--- config.mk ---
export PLATFORM = sky130hd
export DESIGN_NAME = iag_unit
export DESIGN_NICKNAME = d
export VERILOG_FILES = /design/src/hw/iag_pkg.sv /design/src/hw/iag_rf_if.sv /design/src/hw/iag_unit.sv /design/src/hw/iag_regfile.sv /design/src/hw/iag_addr_calc.sv
export SDC_FILE = /design/constraint.sdc
export NUM_CORES = 2
export LEC_CHECK = 0
export BUFFER_PORTS_ARGS = -buffer_cell sky130_fd_sc_hd__buf_2
export CAP_MARGIN = 20
export CORE_ASPECT_RATIO = 1.5
export CORE_MARGIN = 2
export CORE_UTILIZATION = 40
export CTS_CLUSTER_DIAMETER = 120
export DETAILED_ROUTE_END_ITERATION = 6
export MAX_ROUTING_LAYER = met4
export PLACE_DENSITY = 0.67
export SYNTH_ARGS = -nofsm -noshare
export SYNTH_HDL_FRONTEND = slang
export SYNTH_SLANG_ARGS = --single-unit
--- constraint.sdc ---
create_clock -name clock_i -period 24 [get_ports clock_i]
set_clock_uncertainty 0.05 [all_clocks]
set_input_delay 4.8 -clock clock_i [delete_from_list [all_inputs] [get_ports clock_i]]
set_output_delay 4.8 -clock clock_i [all_outputs]
set_load 0.02 [all_outputs]
--- src/hw/iag_pkg.sv ---
// Shared constants, types and helpers of the integer address unit.
// Assumes one core clock and an active-low asynchronous core reset.
// Notes on behaviour
// - Each unit owns a 31-word register file for pointers, modifiers, operands.
// - Address operations emit an address; pre- and post-modify ones also write the updated pointer back.
// - Immediate, pre-modify and post-modify indirect addressing are supported.
// - Modulus and bit-reverse addressing need no base alignment.
// - Each access carries a size: one, two or four words.
// - Four circular buffers per unit, eight across the pair.
// - Pointers past a buffer boundary wrap in hardware automatically.
// - Circular buffers may start and end at any address.
// - General integer arithmetic and logic on register file contents.
// - One-stage pipeline: results usable by the next issued operation.
// - Dependency check takes a dependent operation, delays it one cycle until a needed result exists, and stalls the next issue.
// - Hardware circular, bit-reverse and zero-overhead loop counting.

package iag_pkg;

  // ----------------------------------------------------------------
  // Widths and counts
  // ----------------------------------------------------------------
  localparam int DATA_W   = 32;
  localparam int RF_WORDS = 31;
  localparam int RF_AW    = 5;
  localparam int NUM_CB   = 4;
  localparam int CB_SEL_W = 2;

  localparam logic              READY_RST = 1'b1;
  localparam logic [DATA_W-1:0] WORD_RST  = 32'h0000_0000;

  // ----------------------------------------------------------------
  // Operations and access sizes
  // ----------------------------------------------------------------
  typedef enum logic [3:0] {
    OP_NOP, OP_ADD, OP_SUB, OP_AND, OP_OR, OP_XOR, OP_MOV,
    OP_ADDR_IMM, OP_ADDR_PRE, OP_ADDR_POST,
    OP_CB_BASE, OP_CB_LEN, OP_LOOP_SET, OP_LOOP_DEC
  } iag_op_type;

  typedef enum logic [1:0] {SIZE_WORD, SIZE_DUAL, SIZE_QUAD} iag_size_type;

  typedef struct packed {
    iag_op_type          op;
    logic [RF_AW-1:0]    dst;
    logic [RF_AW-1:0]    src_a;
    logic [RF_AW-1:0]    src_b;
    logic [DATA_W-1:0]   imm;
    logic                use_imm;
    logic [CB_SEL_W-1:0] cb;
    logic                circ;
    logic                bitrev;
    iag_size_type        size;
  } iag_issue_type;

  function automatic logic [DATA_W-1:0] iag_bit_rev(input logic [DATA_W-1:0] v);
    logic [DATA_W-1:0] r;
    r = '0;
    for (int i = 0; i < DATA_W; i++) begin
      r[i] = v[DATA_W-1-i];
    end
    return r;
  endfunction : iag_bit_rev

endpackage : iag_pkg

--- src/hw/iag_rf_if.sv ---
// Register file port bundle between the unit and its register file.
// Assumes both sides run on the same core clock.
`timescale 1ns/10ps
`default_nettype none

interface iag_rf_if #(
  parameter int AW = 5,
  parameter int DW = 32
);
  logic          we;
  logic [AW-1:0] wa;
  logic [DW-1:0] wd;
  logic [AW-1:0] ra_a;
  logic [AW-1:0] ra_b;
  logic [DW-1:0] rd_a;
  logic [DW-1:0] rd_b;

  modport unit (output we, wa, wd, ra_a, ra_b, input rd_a, rd_b);
  modport rf   (input we, wa, wd, ra_a, ra_b, output rd_a, rd_b);
endinterface : iag_rf_if

`default_nettype wire

--- src/hw/iag_unit.sv ---
// One integer address unit: register file, address generation, integer ops.
// Assumes the sequencer holds an offered operation until issue_ready_o is high.
`timescale 1ns/10ps
`default_nettype none

module iag_unit import iag_pkg::*; (
  // Clock and reset
  input  wire logic                clock_i,
  input  wire logic                resetn_i,
  // Issue from the sequencer
  input  wire logic                issue_valid_i,
  output logic                     issue_ready_o,
  input  wire iag_op_type          issue_op_i,
  input  wire logic [RF_AW-1:0]    issue_dst_i,
  input  wire logic [RF_AW-1:0]    issue_src_a_i,
  input  wire logic [RF_AW-1:0]    issue_src_b_i,
  input  wire logic [DATA_W-1:0]   issue_imm_i,
  input  wire logic                issue_use_imm_i,
  input  wire logic [CB_SEL_W-1:0] issue_cb_i,
  input  wire logic                issue_circ_i,
  input  wire logic                issue_bitrev_i,
  input  wire iag_size_type        issue_size_i,
  input  wire logic                unaligned_load_buffer_i,
  // Memory bus address
  output logic                     mem_valid_o,
  output logic      [DATA_W-1:0]   mem_addr_o,
  output iag_size_type             mem_size_o,
  output logic                     mem_misalign_o,
  // Result write-back
  output logic                     res_valid_o,
  output logic      [RF_AW-1:0]    res_dst_o,
  output logic      [DATA_W-1:0]   res_data_o,
  // Loop counter
  output logic                     loop_zero_o
);

  // ----------------------------------------------------------------
  // Issue stage
  // ----------------------------------------------------------------
  iag_issue_type     issue_w;
  iag_issue_type     s1_r;
  logic              s1_valid_r;
  logic              s1_stale_r;
  logic              issue_fire;
  logic              exec_fire;
  logic              hazard;
  logic              exec_we;
  logic              exec_mem;
  logic [RF_AW-1:0]  exec_wa;
  logic [DATA_W-1:0] exec_wd;
  logic [DATA_W-1:0] exec_addr;
  logic [DATA_W-1:0] op_a;
  logic [DATA_W-1:0] op_b;
  logic [DATA_W-1:0] alu_res;
  logic [DATA_W-1:0] cur_base;
  logic [DATA_W-1:0] cur_len;
  logic [DATA_W-1:0] next_ptr;
  logic [DATA_W-1:0] addr_pre;
  logic [DATA_W-1:0] addr_post;
  logic [DATA_W-1:0] cb_base_r [NUM_CB];
  logic [DATA_W-1:0] cb_len_r  [NUM_CB];
  logic [DATA_W-1:0] loop_cnt_r;

  iag_rf_if #(.AW(RF_AW), .DW(DATA_W)) rf_bus ();

  iag_regfile #(.WORDS(RF_WORDS), .AW(RF_AW), .DW(DATA_W)) u_rf (
    .clock_i  (clock_i),
    .resetn_i (resetn_i),
    .rf       (rf_bus)
  );

  assign issue_w = '{op: issue_op_i, dst: issue_dst_i, src_a: issue_src_a_i,
                     src_b: issue_src_b_i, imm: issue_imm_i, use_imm: issue_use_imm_i,
                     cb: issue_cb_i, circ: issue_circ_i, bitrev: issue_bitrev_i,
                     size: issue_size_i};

  assign issue_fire = issue_valid_i && issue_ready_o;
  assign exec_fire  = s1_valid_r && !s1_stale_r;

  // A source named by the new operation is still being produced by the one executing
  assign hazard = issue_fire && exec_fire && exec_we &&
                  (issue_w.src_a == exec_wa ||
                   (!issue_w.use_imm && issue_w.src_b == exec_wa));

  // Stalled operation re-reads its sources once the write has landed
  assign rf_bus.ra_a = s1_stale_r ? s1_r.src_a : issue_w.src_a;
  assign rf_bus.ra_b = s1_stale_r ? s1_r.src_b : issue_w.src_b;
  assign rf_bus.we   = exec_fire && exec_we;
  assign rf_bus.wa   = exec_wa;
  assign rf_bus.wd   = exec_wd;

  always_ff @(posedge clock_i or negedge resetn_i) begin
    if (!resetn_i) begin
      s1_r       <= '0;
      s1_valid_r <= 1'b0;
      s1_stale_r <= 1'b0;
    end else if (issue_fire) begin
      s1_r       <= issue_w;
      s1_valid_r <= 1'b1;
      s1_stale_r <= hazard;
    end else if (s1_stale_r) begin
      s1_stale_r <= 1'b0;
    end else begin
      s1_valid_r <= 1'b0;
    end
  end

  always_ff @(posedge clock_i or negedge resetn_i) begin
    if (!resetn_i) begin
      issue_ready_o <= READY_RST;
    end else begin
      issue_ready_o <= !hazard;
    end
  end

  // ----------------------------------------------------------------
  // Execute stage
  // ----------------------------------------------------------------
  assign op_a     = rf_bus.rd_a;
  assign op_b     = s1_r.use_imm ? s1_r.imm : rf_bus.rd_b;
  assign cur_base = cb_base_r[s1_r.cb];
  assign cur_len  = cb_len_r[s1_r.cb];

  iag_addr_calc u_calc (
    .ptr_i       (op_a),
    .mod_i       (op_b),
    .base_i      (cur_base),
    .len_i       (cur_len),
    .circ_i      (s1_r.circ),
    .bitrev_i    (s1_r.bitrev),
    .next_ptr_o  (next_ptr),
    .addr_pre_o  (addr_pre),
    .addr_post_o (addr_post)
  );

  always_comb begin
    alu_res   = '0;
    exec_we   = 1'b0;
    exec_mem  = 1'b0;
    exec_wa   = s1_r.dst;
    exec_wd   = '0;
    exec_addr = '0;
    case (s1_r.op)
      OP_ADD: alu_res = op_a + op_b;
      OP_SUB: alu_res = op_a - op_b;
      OP_AND: alu_res = op_a & op_b;
      OP_OR:  alu_res = op_a | op_b;
      OP_XOR: alu_res = op_a ^ op_b;
      OP_MOV: alu_res = op_b;
      default: alu_res = '0;
    endcase
    case (s1_r.op)
      OP_ADD, OP_SUB, OP_AND, OP_OR, OP_XOR, OP_MOV: begin
        exec_we = 1'b1;
        exec_wd = alu_res;
      end
      OP_ADDR_IMM: begin
        exec_mem  = 1'b1;
        exec_addr = s1_r.imm;
      end
      OP_ADDR_PRE: begin
        exec_mem  = 1'b1;
        exec_addr = addr_pre;
        exec_we   = 1'b1;
        exec_wa   = s1_r.src_a;
        exec_wd   = next_ptr;
      end
      OP_ADDR_POST: begin
        exec_mem  = 1'b1;
        exec_addr = addr_post;
        exec_we   = 1'b1;
        exec_wa   = s1_r.src_a;
        exec_wd   = next_ptr;
      end
      default: begin
        exec_we = 1'b0;
      end
    endcase
  end

  // ----------------------------------------------------------------
  // Circular buffer and loop registers
  // ----------------------------------------------------------------
  always_ff @(posedge clock_i or negedge resetn_i) begin
    if (!resetn_i) begin
      for (int i = 0; i < NUM_CB; i++) begin
        cb_base_r[i] <= WORD_RST;
        cb_len_r[i]  <= WORD_RST;
      end
    end else if (exec_fire && s1_r.op == OP_CB_BASE) begin
      cb_base_r[s1_r.cb] <= op_b;
    end else if (exec_fire && s1_r.op == OP_CB_LEN) begin
      cb_len_r[s1_r.cb] <= op_b;
    end
  end

  always_ff @(posedge clock_i or negedge resetn_i) begin
    if (!resetn_i) begin
      loop_cnt_r  <= WORD_RST;
      loop_zero_o <= 1'b1;
    end else if (exec_fire && s1_r.op == OP_LOOP_SET) begin
      loop_cnt_r  <= op_b;
      loop_zero_o <= (op_b == '0);
    end else if (exec_fire && s1_r.op == OP_LOOP_DEC && loop_cnt_r != '0) begin
      loop_cnt_r  <= loop_cnt_r - 1'b1;
      loop_zero_o <= (loop_cnt_r == 32'h0000_0001);
    end
  end

  // ----------------------------------------------------------------
  // Registered outputs
  // ----------------------------------------------------------------
  always_ff @(posedge clock_i or negedge resetn_i) begin
    if (!resetn_i) begin
      mem_valid_o    <= 1'b0;
      mem_addr_o     <= WORD_RST;
      mem_size_o     <= SIZE_WORD;
      mem_misalign_o <= 1'b0;
    end else begin
      mem_valid_o <= exec_fire && exec_mem;
      if (exec_fire && exec_mem) begin
        mem_addr_o     <= exec_addr;
        mem_size_o     <= s1_r.size;
        // Flag only; alignment is the issuer's duty
        mem_misalign_o <= !unaligned_load_buffer_i &&
                          ((s1_r.size == SIZE_DUAL && exec_addr[0]) ||
                           (s1_r.size == SIZE_QUAD && exec_addr[1:0] != 2'h0));
      end
    end
  end

  always_ff @(posedge clock_i or negedge resetn_i) begin
    if (!resetn_i) begin
      res_valid_o <= 1'b0;
      res_dst_o   <= '0;
      res_data_o  <= WORD_RST;
    end else begin
      res_valid_o <= exec_fire && exec_we;
      if (exec_fire && exec_we) begin
        res_dst_o  <= exec_wa;
        res_data_o <= exec_wd;
      end
    end
  end

  logic ptr_in_buf;
  logic mod_small;
  assign ptr_in_buf = ({1'b0, op_a} >= {1'b0, cur_base}) &&
                      ({1'b0, op_a} < ({1'b0, cur_base} + {1'b0, cur_len}));
  assign mod_small  = op_b[DATA_W-1] ? ((-op_b) <= cur_len) : (op_b <= cur_len);
endmodule : iag_unit

`default_nettype wire

--- src/hw/iag_regfile.sv ---
// Pointer and operand register file with two registered read ports.
// Assumes reads see the value before a same-edge write; top index reads zero.
`timescale 1ns/10ps
`default_nettype none

module iag_regfile #(
  parameter int WORDS = 31,
  parameter int AW    = 5,
  parameter int DW    = 32
) (
  // Clock and reset
  input  wire logic clock_i,
  input  wire logic resetn_i,
  // Register file bundle
  iag_rf_if.rf      rf
);
  localparam logic [AW-1:0] LAST_IDX = AW'(WORDS - 1);

  logic [DW-1:0] mem_r [WORDS];

  always_ff @(posedge clock_i or negedge resetn_i) begin
    if (!resetn_i) begin
      for (int i = 0; i < WORDS; i++) begin
        mem_r[i] <= '0;
      end
    end else if (rf.we && rf.wa <= LAST_IDX) begin
      mem_r[rf.wa] <= rf.wd;
    end
  end

  always_ff @(posedge clock_i or negedge resetn_i) begin
    if (!resetn_i) begin
      rf.rd_a <= '0;
      rf.rd_b <= '0;
    end else begin
      rf.rd_a <= (rf.ra_a <= LAST_IDX) ? mem_r[rf.ra_a] : '0;
      rf.rd_b <= (rf.ra_b <= LAST_IDX) ? mem_r[rf.ra_b] : '0;
    end
  end
endmodule : iag_regfile

`default_nettype wire

--- src/hw/iag_addr_calc.sv ---
// Pointer modify with circular wrap and bit-reversed address forming.
// Assumes the modify value is two's complement and length fits the buffer.
`timescale 1ns/10ps
`default_nettype none

module iag_addr_calc import iag_pkg::*; (
  // Operands
  input  wire logic [DATA_W-1:0] ptr_i,
  input  wire logic [DATA_W-1:0] mod_i,
  input  wire logic [DATA_W-1:0] base_i,
  input  wire logic [DATA_W-1:0] len_i,
  // Mode
  input  wire logic              circ_i,
  input  wire logic              bitrev_i,
  // Results
  output logic      [DATA_W-1:0] next_ptr_o,
  output logic      [DATA_W-1:0] addr_pre_o,
  output logic      [DATA_W-1:0] addr_post_o
);
  logic [DATA_W:0]   sum_x;
  logic [DATA_W:0]   end_x;
  logic [DATA_W-1:0] sum;
  logic              wrap_hi;
  logic              wrap_lo;

  always_comb begin
    sum_x   = {1'b0, ptr_i} + {mod_i[DATA_W-1], mod_i};
    end_x   = {1'b0, base_i} + {1'b0, len_i};
    sum     = sum_x[DATA_W-1:0];
    // Any base and length: plain compares, no power-of-two masks
    wrap_hi = circ_i && !mod_i[DATA_W-1] && (sum_x >= end_x);
    wrap_lo = circ_i && mod_i[DATA_W-1] && (sum_x[DATA_W] || sum < base_i);
    if (wrap_hi) begin
      next_ptr_o = sum - len_i;
    end else if (wrap_lo) begin
      next_ptr_o = sum + len_i;
    end else begin
      next_ptr_o = sum;
    end
    addr_pre_o  = bitrev_i ? base_i + iag_bit_rev(next_ptr_o) : next_ptr_o;
    addr_post_o = bitrev_i ? base_i + iag_bit_rev(ptr_i) : ptr_i;
  end
endmodule : iag_addr_calc

`default_nettype wire

After elaboration in Yosys (flattened, before gate mapping)
Index checks and enable logic that the tools add are counted.
{"block": "word_totals", "regBits": 1480, "output_inout_bits": 76}
{"block": "op_classes", "add_sub_neg": 9, "n_lt_le_gt_ge": 11, "n_eq_ne": 19, "mux": 41, "bitwise": 8, "reduce_logical": 40}
{"operator": "bitwise mux 992 bit", "count": 1}
{"operator": "two-way mux 32 bit", "count": 19}
{"operator": "binary-select mux 32 bit (select 5 bit)", "count": 2}
{"operator": "bitwise mux 128 bit", "count": 2}
{"operator": "one-hot mux 32 bit (6 select lines)", "count": 1}
{"operator": "demux 32 bit (select 5 bit)", "count": 1}
{"operator": "adder 32 bit", "count": 4}
{"operator": "binary-select mux 32 bit (select 2 bit)", "count": 2}
{"operator": "one-hot mux 32 bit (3 select lines)", "count": 1}
{"operator": "demux 32 bit (select 2 bit)", "count": 1}
{"operator": "one-hot mux 32 bit (2 select lines)", "count": 1}
{"operator": "subtractor 32 bit", "count": 2}
{"operator": "adder 32 x 32 -> 33 bit", "count": 1}
{"operator": "adder 32 x 33 -> 33 bit", "count": 1}
{"operator": ">= comparator 33 bit", "count": 1}
{"operator": "AND 32 bit", "count": 1}
{"operator": "equality test 32 x 1 -> 1 bit (second input constant)", "count": 1}
{"operator": "logical NOT 32 bit", "count": 1}
{"operator": "< comparator 32 bit", "count": 1}
{"operator": "OR 32 bit", "count": 1}
{"operator": "nonzero test 32 bit", "count": 1}
{"operator": "subtractor 32 x 1 -> 32 bit (second input constant)", "count": 1}
{"operator": "bitwise XOR 32 bit", "count": 1}
{"operator": "equality test 4 bit (second input constant)", "count": 6}
{"operator": "26 further kinds", "count": 74}

Longest topological paths before layout
{"block": "logic_depth", "depth_word": 16, "ltp_mapped": 44, "mapped_depth_nobuf": 40}

Hierarchy
A second synthesis with hierarchy kept.
{"block": "hier_totals", "hier_cells": 7655, "hier_area_um2": 88921.5}
{"module": "iag_regfile", "n_inst": 1, "cells_per_inst": 3751, "area_per_inst_um2": 54433.5}
{"module": "iag_unit", "n_inst": 1, "cells_per_inst": 2274, "area_per_inst_um2": 22725.5}
{"module": "iag_addr_calc", "n_inst": 1, "cells_per_inst": 1630, "area_per_inst_um2": 11762.5}

Worst setup path before layout
No wires, ideal clock.
{"block": "synth_path", "path_type": "flip-flop to flip-flop", "from": "register s1_r[6] in the netlist's numbering", "to": "register mem_addr_o[28]", "t_arrival_ns": 9.119, "slack_ns": 14.699, "path_stages_with_launch": 41, "path_buffers": 7, "period_less_slack_ns": 9.301, "path_cell_list": "dfrtp_1 > buf_2 > buf_2 > buf_2 > buf_2 > mux2i_1 > clkbuf_1 > ha_1 > a21oi_1 > o21ai_0 > a211o_1 > a22o_1 > a211oi_1 > o21ai_0 > a21o_1 > a21oi_1 > xnor2_1 > ha_1 > [5 not listed] > mux2_2 > o21a_1 > buf_6 > buf_2 > a221o_1 > a21oi_1 > inv_1 > fa_1 > a21oi_1 > o211ai_1 > a21o_1 > a41oi_1 > a21oi_1 > a221oi_1 > o21ai_0 > xor2_1 > a221oi_1 > a21oi_1"}
{"block": "synth_between", "elab_chain_len": 10}
{"item": "start, declared", "line": "iag_unit.sv:41", "text": "iag_issue_type s1_r;"}
{"item": "start signal, assigned", "line": "iag_unit.sv:98", "text": "s1_r <= issue_w;"}
{"item": "two-way mux 32 bit (*)", "line": "iag_unit.sv:120", "text": "assign op_b = s1_r.use_imm ? s1_r.imm : rf_bus.rd_b;"}
{"item": "adder 32 x 33 -> 33 bit", "line": "iag_addr_calc.sv:27", "text": "sum_x = {1'b0, ptr_i} + {mod_i[DATA_W-1], mod_i};"}
{"item": "< comparator 32 bit", "line": "iag_addr_calc.sv:32", "text": "wrap_lo = circ_i && mod_i[DATA_W-1] && (sum_x[DATA_W] || sum < base_i);"}
{"item": "logical OR 1 bit", "line": "iag_addr_calc.sv:32"}
{"item": "logical AND 1 bit", "line": "iag_addr_calc.sv:32"}
{"item": "two-way mux 32 bit", "line": "iag_addr_calc.sv:35", "text": "end else if (wrap_lo) begin"}
{"item": "two-way mux 32 bit (*)", "line": "iag_addr_calc.sv:33", "text": "if (wrap_hi) begin"}
{"item": "adder 32 bit", "line": "iag_addr_calc.sv:40", "text": "addr_pre_o = bitrev_i ? base_i + iag_bit_rev(next_ptr_o) : next_ptr_o;"}
{"item": "two-way mux 32 bit (*)", "line": "iag_addr_calc.sv:40"}
{"item": "one-hot mux 32 bit (3 select lines) (*)", "line": "iag_unit.sv:152", "text": "case (s1_r.op)"}
{"item": "end signal, assigned", "line": "iag_unit.sv:222", "text": "mem_addr_o <= exec_addr;"}
{"item": "end, declared", "line": "iag_unit.sv:26", "text": "output logic [DATA_W-1:0] mem_addr_o,"}
Every way passes the cells marked *; elsewhere a longest branch is shown, timed or not.
A chain may end at the register's enable or synchronous reset.

Worst setup path in the final report
{"block": "layout_path", "from": "register s1_r[6] in the netlist's numbering", "to": "register mem_addr_o[28]"}
{"block": "layout_between", "elab_chain_len": 10}
{"item": "two-way mux 32 bit (*)", "line": "iag_unit.sv:120"}
{"item": "named net op_b[14]", "line": "iag_unit.sv:53", "text": "logic [DATA_W-1:0] op_b;"}
{"item": "adder 32 x 33 -> 33 bit (*)", "line": "iag_addr_calc.sv:27"}
{"item": "< comparator 32 bit", "line": "iag_addr_calc.sv:32"}
{"item": "logical OR 1 bit", "line": "iag_addr_calc.sv:32"}
{"item": "logical AND 1 bit", "line": "iag_addr_calc.sv:32"}
{"item": "two-way mux 32 bit", "line": "iag_addr_calc.sv:35"}
{"item": "two-way mux 32 bit (*)", "line": "iag_addr_calc.sv:33"}
{"item": "adder 32 bit", "line": "iag_addr_calc.sv:40"}
{"item": "two-way mux 32 bit (*)", "line": "iag_addr_calc.sv:40"}
{"item": "one-hot mux 32 bit (3 select lines) (*)", "line": "iag_unit.sv:152"}
The timed path passes the listed nets; every way through them passes the cells marked *.

==> results.toml <==
[final_layout]
layout_common_cells = "dfrtp_1 (1,474), a21oi_1 (1,245), nor2_1 (1,175)"
final_common_cell = "dfrtp_1"
final_nets = 9115
fillerInstances = 20330
drive_gt1_share_pct = 15.53
final_util_pct = 44.50
area_delta_synth_final_pct = 10.92

[floorplanning]
start_util_pct = 40.12
rows = 209
coreArea_um2 = 215500
die_x_um = 383.6
dieArea_um2 = 219900
die_y_um = 573.4
ioPinCount = 138

[drt]
ant_nets = 0
routedWlPerCell_um = 29.32
via_per_inst = 6.210
dr.pass1.iters = 7
route.detailed.drc = 3
drt_iter0_drc = 7569
num_vias = 72700
drt-total-wl_um = 343300

[logic_synthesis]
syn-cell-area_um2 = 86450
synth_nets = 9305
synth.avg_cell_area_um2 = 9.693
synth-async-reset-ratio_pct = 100.0
yosysSeqAreaShare_pct = 42.85
synthDistinctLibCells = 88
syn-instance-count = 8918
yosysWarnings = 0
synth_edf_count = 0
synthFlopType = "dfrtp_1"
ys_seq_elements = 1480

[timing]
fin_crit_sh_pct = 52.09
grt_setup_unrepaired = "no"
fmax_ghz = 0.07999
hold_violations = 0
fin_setup_tns_ns = 0
slew_headroom_pct = 17.38
min_period_ns = 12.50
tightest_slew_ns = 1.239
setup_viol = 0
holdWs_ns = 0.4276
slew_violations = 0

[cts]
cts_buffers = 156
holdBufCountCts = 0
htreeDepth = 4
cts-root-buf = "clkbuf_16"
cts_setup_buffers = 0
cts_tree = "done"
clk_latency_ns = 0.83
cts_sinks = 1480
cts_resized = 0
cts_buffer_depth = 4
path_clk_slew_ns = 0.08

[worst_setup_path]
worstSetupPathType = "reg -> reg"
cpPeakStageDelay_ns = 0.91
path_buf_inv = 4
reg2reg_from = "s1_r[6]"
required_ns = 24.63
cp_max_fo = 26
endpoint_kind = "flop"
path_delay_family = "compound AO/OA/AOI/OAI gates"
cp-start-kind = "flop"
cp_common_cell = "a21oi_1"
critPathLaunch = "s1_r[6]"
arrival_ns = 13.13
cpMaxStageDelayCell = "mux2i_1"

[global_route]
antenna_found_initial = 28
grt_max_degree = 191
grt_first_pass_wirelength_um = 495900
grt_overflow_total = 0
grt_usage_pct = 31.71
grt_pass1_vias = 72680

[flow_run]
maxCapViolCount = 0

[power_and_ir_drop]
finalPower_w = 0.01408
leakage_nw = 41.43
p_per_area_nw_per_um2 = 146.8
vdd_drop_max_uv = 104.5

[outcome]
violations = "DRC"
status = "finished, violations left"

[place]
place_congestion = 1.053
port_buffers = 137
dp_hpwl_um = 237500

[min_path]
worstHoldStart = "cb_len_r[127]"
min_path_type = "reg -> reg"
## worst paths after layout
path / endpoint / slack [ns] / cells after the start
max: mem_addr_o[28] / 11.50 / 37
min: cb_len_r[127] / 0.43 / 2
max reg2reg: mem_addr_o[28] / 11.50 / 37
min reg2reg: cb_len_r[127] / 0.43 / 2
max in group asynchronous: u_rf.mem_r[890] / 15.75 / 6
min in group asynchronous: u_rf.mem_r[870] / 3.96 / 1
## state kept, by name, summed over array words and instances, names as in the netlist
| name | cells |
|---|---|
| loop_zero_o | 1 |
| u_rf.mem_r | 992 |
| mem_misalign_o | 1 |
| issue_ready_o | 1 |
| res_valid_o | 1 |
| res_dst_o | 5 |
| mem_addr_o | 32 |
| cb_len_r | 128 |
| u_rf.rf.rd_b | 32 |
| res_data_o | 32 |
| loop_cnt_r | 32 |
| s1_valid_r | 1 |
| mem_valid_o | 1 |
| cb_base_r | 128 |
| s1_stale_r | 1 |
| mem_size_o | 2 |
| u_rf.rf.rd_a | 32 |
| s1_r | 58 |
## synth_stat cells, drive strengths merged, types with 81 or more instances
library cell	n	share of area, %
nand3	138	0.80
dfrtp	1478	43
ha	318	4.6
nor2	1208	5.2
clkbuf	553	2.4
nand2	1045	4.5
a21o	81	0.70
xnor2	143	1.4
o21ai	656	3.8
mux2i	111	1.3
mux4	535	14
buf	155	0.78
mux2	102	1.3
inv	218	0.95
a21oi	1259	7.3
## worst min-delay path, stage by stage (launching register included)
cell	delay, ns
dfrtp_1	0.34
nand2_1	0.04
o21ai_0	0.06
## metal layers
metal / vias up / global-route usage (%) / part of all wire [%]
li1: 31570 / - / -
met1: 36290 / 34.93 / 35
met2: 3602 / 50.47 / 48
met3: 1237 / 5.874 / 7.9
met4: 0 / 24.92 / 9.7
met5: - / - / 0
## kinds of logic after synthesis
group | synth area share [%]
simple gates | 12.68
flops | 42.85
mux | 16.55
fa+ha+maj | 4.765
compound gates | 17.00
xor+xnor | 2.016
buf+inv | 4.144
## layout make-up
cell class                      instances  area, um^2  share of cell area, %
Multi-Input combinational cell       6510       46670                  48.67
Sequential cell                      1480       37050                  38.64
Clock buffer                          230        4576                  4.772
Tap cell                             2848        3563                  3.716
Timing Repair Buffer                  360        2582                  2.693
Inverter                              220       825.8                 0.8612
Clock inverter                         40       571.8                 0.5963
Antenna cell                           19       47.55                0.04959
## where the power goes
part	switching (W)	leakage (nW)	internal (W)
Sequential	0.000759	19.1	0.00340
Combinational	0.00462	19.8	0.00277
Clock	0.00107	2.53	0.00146
## stage by stage
step	instance area (um^2)	instances	setup slack (ns)
after detailed placement	90460	11410	11.73
after floorplan	86450	8918	14.70
final	95880	11710	11.50
after CTS	95610	11680	11.69
after global placement	90440	11400	11.67
after global routing	95870	11700	11.07
Power figures use the tool's default switching activity.
